File: config.mk
export PLATFORM = sky130hd
export DESIGN_NAME = tvd_front_end
export DESIGN_NICKNAME = d
export VERILOG_FILES = /design/src/rtl/tvd_pkg.sv /design/src/rtl/tvd_fifo.sv /design/src/rtl/tvd_front_end.sv
export VERILOG_INCLUDE_DIRS = /design/src /design/src/rtl
export SDC_FILE = /design/constraint.sdc
export NUM_CORES = 1
export LEC_CHECK = 0
export BUFFER_PORTS_ARGS = -buffer_cell sky130_fd_sc_hd__buf_4
export CORE_UTILIZATION = 50
export DETAILED_ROUTE_END_ITERATION = 10
export HOLD_SLACK_MARGIN = 0.02
export PLACE_DENSITY = 0.78
export RECOVER_POWER = 25
export SLEW_MARGIN = 0
export SYNTH_ARGS = -nofsm -noshare
export SYNTH_HDL_FRONTEND = slang
export SYNTH_SLANG_ARGS = --single-unit
File: constraint.sdc
create_clock -name i_clk -period 4.9 [get_ports i_clk]
set_clock_uncertainty 0.05 [all_clocks]
set_input_delay 0.245 -clock i_clk [delete_from_list [all_inputs] [get_ports i_clk]]
set_output_delay 0.245 -clock i_clk [all_outputs]
set_load 0.05 [all_outputs]
File: src/rtl/tvd_params.svh
// Purpose: named widths, field positions and levels of the triple video converter front end
// Assumes: included by the package and by every design module
// Notes: levels are in converter steps of one colour code lsb
`ifndef TVD_PARAMS_SVH
`define TVD_PARAMS_SVH

`define TVD_WORD_W 10
`define TVD_LEVEL_W 11
`define TVD_FIFO_W 32
`define TVD_FIFO_DEPTH 32
`define TVD_FIFO_AW 5

// channel order in the converter stage
`define TVD_BLUE_CHAN 0
`define TVD_GREEN_CHAN 1
`define TVD_RED_CHAN 2
`define TVD_NCHAN 3

// packed fifo word layout
`define TVD_BLUE_LSB 0
`define TVD_GREEN_LSB 10
`define TVD_RED_LSB 20
`define TVD_SYNC_BIT 30
`define TVD_BLANK_BIT 31

// pedestal about 0.0540 V, sync source 40 IRE, both in code steps
`define TVD_PEDESTAL_LEVEL 11'h054
`define TVD_SYNC_LEVEL 11'h1bb
`define TVD_ZERO_LEVEL 11'h000
`define TVD_ZERO_WORD 10'h000

// fastest rated speed grade, in MHz
`define TVD_MAX_RATE_MHZ 80

`endif

File: src/rtl/tvd_pkg.sv
// Purpose: shared types of the triple video converter front end
// Assumes: tvd_params.svh supplies the widths
// Notes: none
`include "tvd_params.svh"

package tvd_pkg;
  typedef logic [`TVD_WORD_W-1:0] tvd_word_t;
  typedef logic [`TVD_LEVEL_W-1:0] tvd_level_t;
  typedef logic [`TVD_FIFO_W-1:0] tvd_beat_t;
  typedef enum logic [1:0] {
    TVD_ACTIVE,
    TVD_BLANK,
    TVD_SYNC_TIP,
    TVD_UNDERRUN
  } tvd_mode_t;
endpackage

File: src/rtl/tvd_fifo.sv
// Purpose: show-ahead fifo between the pixel source and the converter stage
// Assumes: one clock, synchronous active-high reset
// Notes: head word is read straight from the array, so a pop costs no latency
`timescale 1ns/1ps
`include "tvd_params.svh"

module tvd_fifo #(
  parameter int WIDTH = `TVD_FIFO_W,
  parameter int DEPTH = `TVD_FIFO_DEPTH,
  parameter int AW = `TVD_FIFO_AW
) (
  input wire logic i_clk,
  input wire logic i_rst,
  input wire logic [WIDTH-1:0] i_wr_data,
  input wire logic i_wr_valid,
  output logic o_wr_ready,
  output logic [WIDTH-1:0] o_rd_data,
  output logic o_rd_valid,
  input wire logic i_rd_ready
);
  logic [WIDTH-1:0] mem [DEPTH];
  logic [AW:0] wr_ptr_q;
  logic [AW:0] rd_ptr_q;
  wire push;
  wire pop;
  wire full;
  wire empty;

  assign full = (wr_ptr_q[AW] != rd_ptr_q[AW]) && (wr_ptr_q[AW-1:0] == rd_ptr_q[AW-1:0]);
  assign empty = (wr_ptr_q == rd_ptr_q);
  assign o_wr_ready = !full;
  assign o_rd_valid = !empty;
  assign push = i_wr_valid && !full;
  assign pop = i_rd_ready && !empty;
  assign o_rd_data = mem[rd_ptr_q[AW-1:0]];

  // no reset on the array: contents are never read while empty
  always_ff @(posedge i_clk) begin
    if (push) begin
      mem[wr_ptr_q[AW-1:0]] <= i_wr_data;
    end
  end

  always_ff @(posedge i_clk) begin
    if (i_rst) begin
      wr_ptr_q <= '0;
      rd_ptr_q <= '0;
    end else begin
      if (push) begin
        wr_ptr_q <= wr_ptr_q + 1'b1;
      end
      if (pop) begin
        rd_ptr_q <= rd_ptr_q + 1'b1;
      end
    end
  end
endmodule // tvd_fifo

File: src/rtl/tvd_front_end.sv
// Purpose: digital front end of a triple 10-bit video converter with sync and blank
// Assumes: pixel source runs on i_clk; i_convert paces the converter sample rate
// Notes: outputs are level codes in converter steps, one per channel current
//
// Behaviour
// - capture red, green, blue words together
// - three channels on one clock, green alone adds sync
// - exactly one register stage to outputs
// - sync and blank share pixel pipeline
// - blank low: data dropped, pedestal off, blanking
// - blank high: colour word plus pedestal
// - sync low switches sync source off
// - sync source adds to green only
// - both low: green at zero
`timescale 1ns/1ps
`include "tvd_params.svh"

module tvd_front_end (
  input wire logic i_clk,
  input wire logic i_rst,
  input wire tvd_pkg::tvd_word_t i_red_pixel_word,
  input wire tvd_pkg::tvd_word_t i_green_pixel_word,
  input wire tvd_pkg::tvd_word_t i_blue_pixel_word,
  input wire logic i_sync_n,
  input wire logic i_blank_n,
  input wire logic i_valid,
  output logic o_ready,
  input wire logic i_convert,
  output tvd_pkg::tvd_level_t o_red_current_out,
  output tvd_pkg::tvd_level_t o_green_current_out,
  output tvd_pkg::tvd_level_t o_blue_current_out,
  output logic o_sync_source_on,
  output logic o_pedestal_on,
  output tvd_pkg::tvd_mode_t o_mode,
  output logic o_underrun
);
  import tvd_pkg::*;

  // channel level: the pedestal lifts code zero above blanking, and the
  // colour code adds one step per count, so the ramp is linear and monotonic
  function automatic tvd_level_t chan_level(input tvd_word_t word, input logic blank_n);
    tvd_level_t lvl;
    lvl = `TVD_ZERO_LEVEL;
    if (blank_n) begin
      lvl = `TVD_PEDESTAL_LEVEL + {1'b0, word};
    end
    return lvl;
  endfunction

  // colour word of one channel inside a packed fifo beat
  function automatic tvd_word_t beat_word(input tvd_beat_t beat, input int chan);
    return beat[chan*`TVD_WORD_W +: `TVD_WORD_W];
  endfunction

  // picture mode of the taken beat; an empty fifo reads as underrun
  // sync low while active is the source's fault and still shows as active
  function automatic tvd_mode_t beat_mode(input logic taken, input logic blank_n,
      input logic sync_n);
    tvd_mode_t m;
    m = TVD_UNDERRUN;
    if (taken) begin
      if (blank_n) begin
        m = TVD_ACTIVE;
      end else if (sync_n) begin
        m = TVD_BLANK;
      end else begin
        m = TVD_SYNC_TIP;
      end
    end
    return m;
  endfunction

  // fifo word assembly and fields of the head word
  wire tvd_beat_t in_beat;
  tvd_beat_t head_beat;
  wire head_valid;
  wire take;

  assign in_beat[`TVD_RED_LSB +: `TVD_WORD_W] = i_red_pixel_word;
  assign in_beat[`TVD_GREEN_LSB +: `TVD_WORD_W] = i_green_pixel_word;
  assign in_beat[`TVD_BLUE_LSB +: `TVD_WORD_W] = i_blue_pixel_word;
  assign in_beat[`TVD_SYNC_BIT] = i_sync_n;
  assign in_beat[`TVD_BLANK_BIT] = i_blank_n;

  // all words of one pixel travel as one fifo beat, so they stay together
  // show-ahead, so the head pixel is popped in the cycle it is used
  // a full fifo holds the source off through o_ready; no pixel is lost
  tvd_fifo #(
    .WIDTH(`TVD_FIFO_W),
    .DEPTH(`TVD_FIFO_DEPTH),
    .AW(`TVD_FIFO_AW)
  ) u_fifo (
    .i_clk(i_clk),
    .i_rst(i_rst),
    .i_wr_data(in_beat),
    .i_wr_valid(i_valid),
    .o_wr_ready(o_ready),
    .o_rd_data(head_beat),
    .o_rd_valid(head_valid),
    .i_rd_ready(i_convert)
  );

  // a pixel is taken only when a sample is due and the fifo holds one
  // with i_convert low every output register except underrun_q holds its level
  assign take = i_convert && head_valid;

  // an underrun is shown as blanking with sync on, the quietest picture
  wire head_blank_n;
  wire head_sync_n;
  wire eff_blank_n;
  wire eff_sync_n;

  assign head_blank_n = head_beat[`TVD_BLANK_BIT];
  assign head_sync_n = head_beat[`TVD_SYNC_BIT];
  assign eff_blank_n = take ? head_blank_n : 1'b0;
  assign eff_sync_n = take ? head_sync_n : 1'b1;

  // per channel levels; index 0 blue, 1 green, 2 red
  wire tvd_level_t chan_d [`TVD_NCHAN];
  wire tvd_level_t chan_sync [`TVD_NCHAN];
  wire tvd_level_t chan_rst [`TVD_NCHAN];
  wire tvd_level_t chan_next [`TVD_NCHAN];
  tvd_level_t chan_q [`TVD_NCHAN];

  // sync source: on while sync is high, off for the sync tip
  wire sync_on_d;
  wire tvd_level_t green_sync_d;

  assign sync_on_d = eff_sync_n;
  // 40 IRE of sync is one fixed step stacked under the green level
  assign green_sync_d = sync_on_d ? `TVD_SYNC_LEVEL : `TVD_ZERO_LEVEL;

  genvar gi;
  generate
    for (gi = 0; gi < `TVD_NCHAN; gi++) begin : g_chan
      localparam bit IS_GREEN = (gi == `TVD_GREEN_CHAN);
      wire tvd_word_t head_word;
      wire tvd_word_t word;

      assign head_word = beat_word(head_beat, gi);
      // an empty fifo feeds code zero, which the blank gate then drops
      assign word = take ? head_word : `TVD_ZERO_WORD;
      // blanking drops the word and the pedestal together
      assign chan_d[gi] = chan_level(word, eff_blank_n);
      // the sync current lands on green alone; red and blue never see it
      assign chan_sync[gi] = IS_GREEN ? green_sync_d : `TVD_ZERO_LEVEL;
      // green rests at blanking plus sync after reset, the others at zero
      assign chan_rst[gi] = IS_GREEN ? `TVD_SYNC_LEVEL : `TVD_ZERO_LEVEL;
      assign chan_next[gi] = chan_d[gi] + chan_sync[gi];

      always_ff @(posedge i_clk) begin
        if (i_rst) begin
          chan_q[gi] <= chan_rst[gi];
        end else if (i_convert) begin
          chan_q[gi] <= chan_next[gi];
        end
      end
    end
  endgenerate

  // sync and pedestal flags ride the same stage as the levels
  logic sync_on_q;
  logic pedestal_q;
  logic underrun_q;
  tvd_mode_t mode_q;
  wire pedestal_d;
  wire underrun_d;
  wire tvd_mode_t mode_d;

  assign pedestal_d = eff_blank_n;
  assign underrun_d = i_convert && !head_valid;
  // sync does not override data; the source keeps it low only while blanked
  assign mode_d = beat_mode(take, head_blank_n, head_sync_n);

  always_ff @(posedge i_clk) begin
    if (i_rst) begin
      sync_on_q <= 1'b1;
    end else if (i_convert) begin
      sync_on_q <= sync_on_d;
    end
  end

  always_ff @(posedge i_clk) begin
    if (i_rst) begin
      pedestal_q <= 1'b0;
    end else if (i_convert) begin
      pedestal_q <= pedestal_d;
    end
  end

  always_ff @(posedge i_clk) begin
    if (i_rst) begin
      mode_q <= TVD_UNDERRUN;
    end else if (i_convert) begin
      mode_q <= mode_d;
    end
  end

  // one pulse per starved sample, so a stalled source shows up at once
  always_ff @(posedge i_clk) begin
    if (i_rst) begin
      underrun_q <= 1'b0;
    end else begin
      underrun_q <= underrun_d;
    end
  end

  // outputs come straight from the stage registers, no logic after them
  assign o_red_current_out = chan_q[`TVD_RED_CHAN];
  assign o_green_current_out = chan_q[`TVD_GREEN_CHAN];
  assign o_blue_current_out = chan_q[`TVD_BLUE_CHAN];
  assign o_sync_source_on = sync_on_q;
  assign o_pedestal_on = pedestal_q;
  assign o_mode = mode_q;
  assign o_underrun = underrun_q;

  // the rate limit of the speed grade is the pixel source's concern and is
  // paced here only through i_convert
endmodule // tvd_front_end

==> impl_metrics.csv <==
group,metric,value,unit
drt,drtIter0Drc,2902,
clocking,cts_buffers,102,
hold_path,min_from,"i_valid",
hold_path,worstHoldPathCells,4,
drt,vias,21400,
hold_path,hold_class,"input port to register",
setup_path,r2r_slack,0.31,ns
drt,wl,104000,µm
placed_design,dp_hpwl,55400,µm
pwr,vdd_ir_drop_max,0.000323,V
layout,area_growth,14.1,%
global_routing,antenna_found_initial,4,
synth,synth_cell_types,74,
drt,drtPass1Iterations,7,
setup_path,path_class,"register to register",
floorplanning,die_area,85900,µm²
global_routing,grt_pass1_vias,21700,
drt,drt.antenna.violating_nets,0,
clocking,clk_pin_slew,0.06,ns
layout,seq_area,32200,µm²
sta,period_needed,4.59,ns
placed_design,placed_cells,3125,
clocking,htreeDepth,3,
sta,setup_viol_count_final,0,
layout,layout-drive-gt1-share,28.0,%
synth,synth_area,42400,µm²
layout,finalNonFillerCells,3352,
layout,fin_nets,2183,
floorplanning,coreArea,83800,µm²
floorplanning,die_h,293,µm
layout,diodes,0,
global_routing,track_usage,24.3,%
sta,max_freq,0.218,GHz
job,maxCapViolCount,0,
drt,vias_per_cell,6.38,
synth,synthFlopType,"edfxtp_1",
layout,multiInputGateArea,9680,µm²
synth,yosysSeqAreaShare,75.9,%
pwr,p_leak,15.0,nW
sta,final.setup.worst_slack,0.311,ns
outcome,status,"finished clean",
layout,fill_cells,5847,
setup_path,r2r_end,"chan_q[1][10]",
global_routing,grt_max_degree,64,
clocking,root_buffer,"clkbuf_16",
synth,ys_seq_elements,1079,
sta,worst_pin_slew,1.32,ns
global_routing,grt_pass1_wl,149000,µm
pwr,power.total,0.0207,W
floorplanning,num_rows,106,
placed_design,io_buffers,74,
global_routing,grt_overflow,0,
setup_path,startpoint_type,"register",
setup_path,cp_data_required_time,5.37,ns
sta,fin_crit_sh,93.7,%
clocking,cts.sinks,1079,
floorplanning,ioPinCount,75,
sta,hold_viol,0,
synth,synth_edf_count,1057,
clocking,max-clock-path-buffers,3,
sta,grt_setup_unrepaired,"false",
placed_design,pre_cts_slack,0.142,ns
synth,syn_nets,1989,
hold_path,min_to,"u_fifo.wr_ptr_q[0]",
sta,slew_violations,0,
setup_path,reg2reg_depth,19,
placed_design,gp_congestion,0.871,
clocking,clk_latency,0.68,ns
synth,syn_avg_cell_area,21.9,µm²
pwr,cellPowerDensity,429,nW/µm²
floorplanning,initial_core_util,50.6,%
setup_path,arrival,5.06,ns
drt,drc,0,
sta,max_slew_margin,11.7,%
drt,wl_per_cell,30.9,µm
synth,syn_inst,1937,
sta,setup_tns,0,ns
sta,finalHoldWorstSlack,0.134,ns
setup_path,setup.worst_path.end_class,"register",
synth,yosysWarnings,0,
synth,async_flop_share,0,%
setup_path,cp_max_fo,14,
clocking,tritoncts,"yes",
floorplanning,die_x,293,µm
worst max-delay path by stage:
stage,slack [ns],depth (start not counted),from,end
4_1_cts,0.12,15,register,chan_q[1][10]
2_1_floorplan,0.22,18,register,chan_q[1][9]
3_3_place_gp,0.21,15,register,chan_q[1][10]
6_report,0.31,19,register,chan_q[1][10]
3_5_place_dp,0.14,15,register,chan_q[1][10]
5_1_grt,0.06,19,register,chan_q[1][10]
cells in the mapped netlist (5+ instances only):
cell / instances / area [µm²]
buf_12: 10 / 200
mux4_1: 10 / 263
buf_1: 10 / 37.5
a21oi_1: 30 / 150
nand2_1: 84 / 315
nor2_1: 82 / 308
a22o_1: 8 / 70.1
mux4_2: 268 / 6040
xnor2_1: 20 / 175
o21ai_0: 6 / 30.0
buf_2: 28 / 140
nor2b_1: 11 / 68.8
or3_1: 5 / 31.3
buf_6: 8 / 90.1
xor2_1: 13 / 114
inv_1: 7 / 26.3
o211ai_1: 9 / 67.6
and2_1: 11 / 68.8
edfxtp_1: 1057 / 31700
dfxtp_1: 22 / 440
mux2_2: 10 / 113
a221oi_1: 5 / 43.8
clkbuf_1: 18 / 67.6
nand2b_1: 10 / 62.6
a21o_1: 5 / 37.5
o21ai_1: 8 / 40.0
nand3_1: 13 / 65.1
nor3_1: 5 / 25.0
buf_4: 13 / 97.6
a22oi_1: 14 / 105
mux2i_1: 52 / 521
ha_1: 15 / 188
layer usage:
metal / part of all wire (%) / global-route usage (%) / vias up / wire length (µm)
li1: - / - / 8480 / -
met1: 37 / 33.6 / 11200 / 38400
met2: 49 / 39.3 / 1469 / 50800
met3: 11 / 4.73 / 243 / 11100
met4: 3.2 / 7.90 / 8 / 3310
met5: 0.048 / 0 / - / 50
where the power goes:
part           total, W  internal [W]  switching (W)
Combinational   0.00244       0.00115        0.00130
Sequential       0.0103        0.0102      0.0000691
Clock           0.00801       0.00456        0.00345
Total            0.0207        0.0159        0.00481
final cells by class:
type / instances / share of cell area (%)
Clock inverter: 57 / 1.25
Sequential cell: 1079 / 66.6
Inverter: 9 / 0.0698
Clock buffer: 134 / 5.76
Tap cell: 1134 / 2.93
Timing Repair Buffer: 184 / 3.42
Multi-Input combinational cell: 755 / 20.0
critical path, stage by stage (launching register included):
cell      delay [ns]
dfxtp_4         0.45
buf_4           0.22
and2_1          0.25
a22oi_1         0.21
o21ai_1         0.10
o31ai_1         0.44
nor2_1          0.17
nor2_1          0.13
ha_1            0.20
inv_1           0.07
o211ai_2        0.08
nand2_1         0.08
a221o_2         0.40
xnor2_1         0.15
nor2_1          0.06
ha_1            0.34
nand2_1         0.09
o31a_1          0.31
or4_1           0.46
a21oi_1         0.17
through the flow:
stage	area (µm²)	utilization (%)
after floorplan	42400	-
after global placement	44700	53.3
after detailed placement	44700	53.3
after CTS	48400	57.7
after global routing	48400	57.7
final	48400	57.7
kinds of logic after synthesis:
kind of cell             synth area share, %
multiplexers                            16.4
XOR/XNOR                               0.682
AO/OA/AOI/OAI                           2.10
flip-flops                              75.9
adder cells (fa/ha/maj)                0.490
AND/OR/NAND/NOR                         2.64
buffers and inverters                   1.81
registers in the layout, indices dropped and copies added (netlist names), named ones only:
name,cells
chan_q,33
o_mode,2
o_pedestal_on,1
o_sync_source_on,1
o_underrun,1
u_fifo.mem,1024
u_fifo.rd_ptr_q,6
u_fifo.wr_ptr_q,6
placed cells by master, fill, tap and decap left out, types with 20 or more instances in the layout:
master,count
nor2_4,31
clkbuf_1,43
buf_4,111
a21oi_1,30
nor2_1,51
xnor2_1,20
clkbuf_16,105
edfxtp_1,1057
dlygate4sd3_1,34
mux4_2,268
mux2i_1,52
nand2_1,84
timing repair:
item / in CTS / in global routing
gates resized for setup: 0 / 1
hold endpoints to repair: 1046 / 0
endpoints found under the setup margin: 0 / 2
setup buffers: 0 / 2
hold buffers: 34 / 0
No activity file was read; power rests on OpenSTA's default activity.
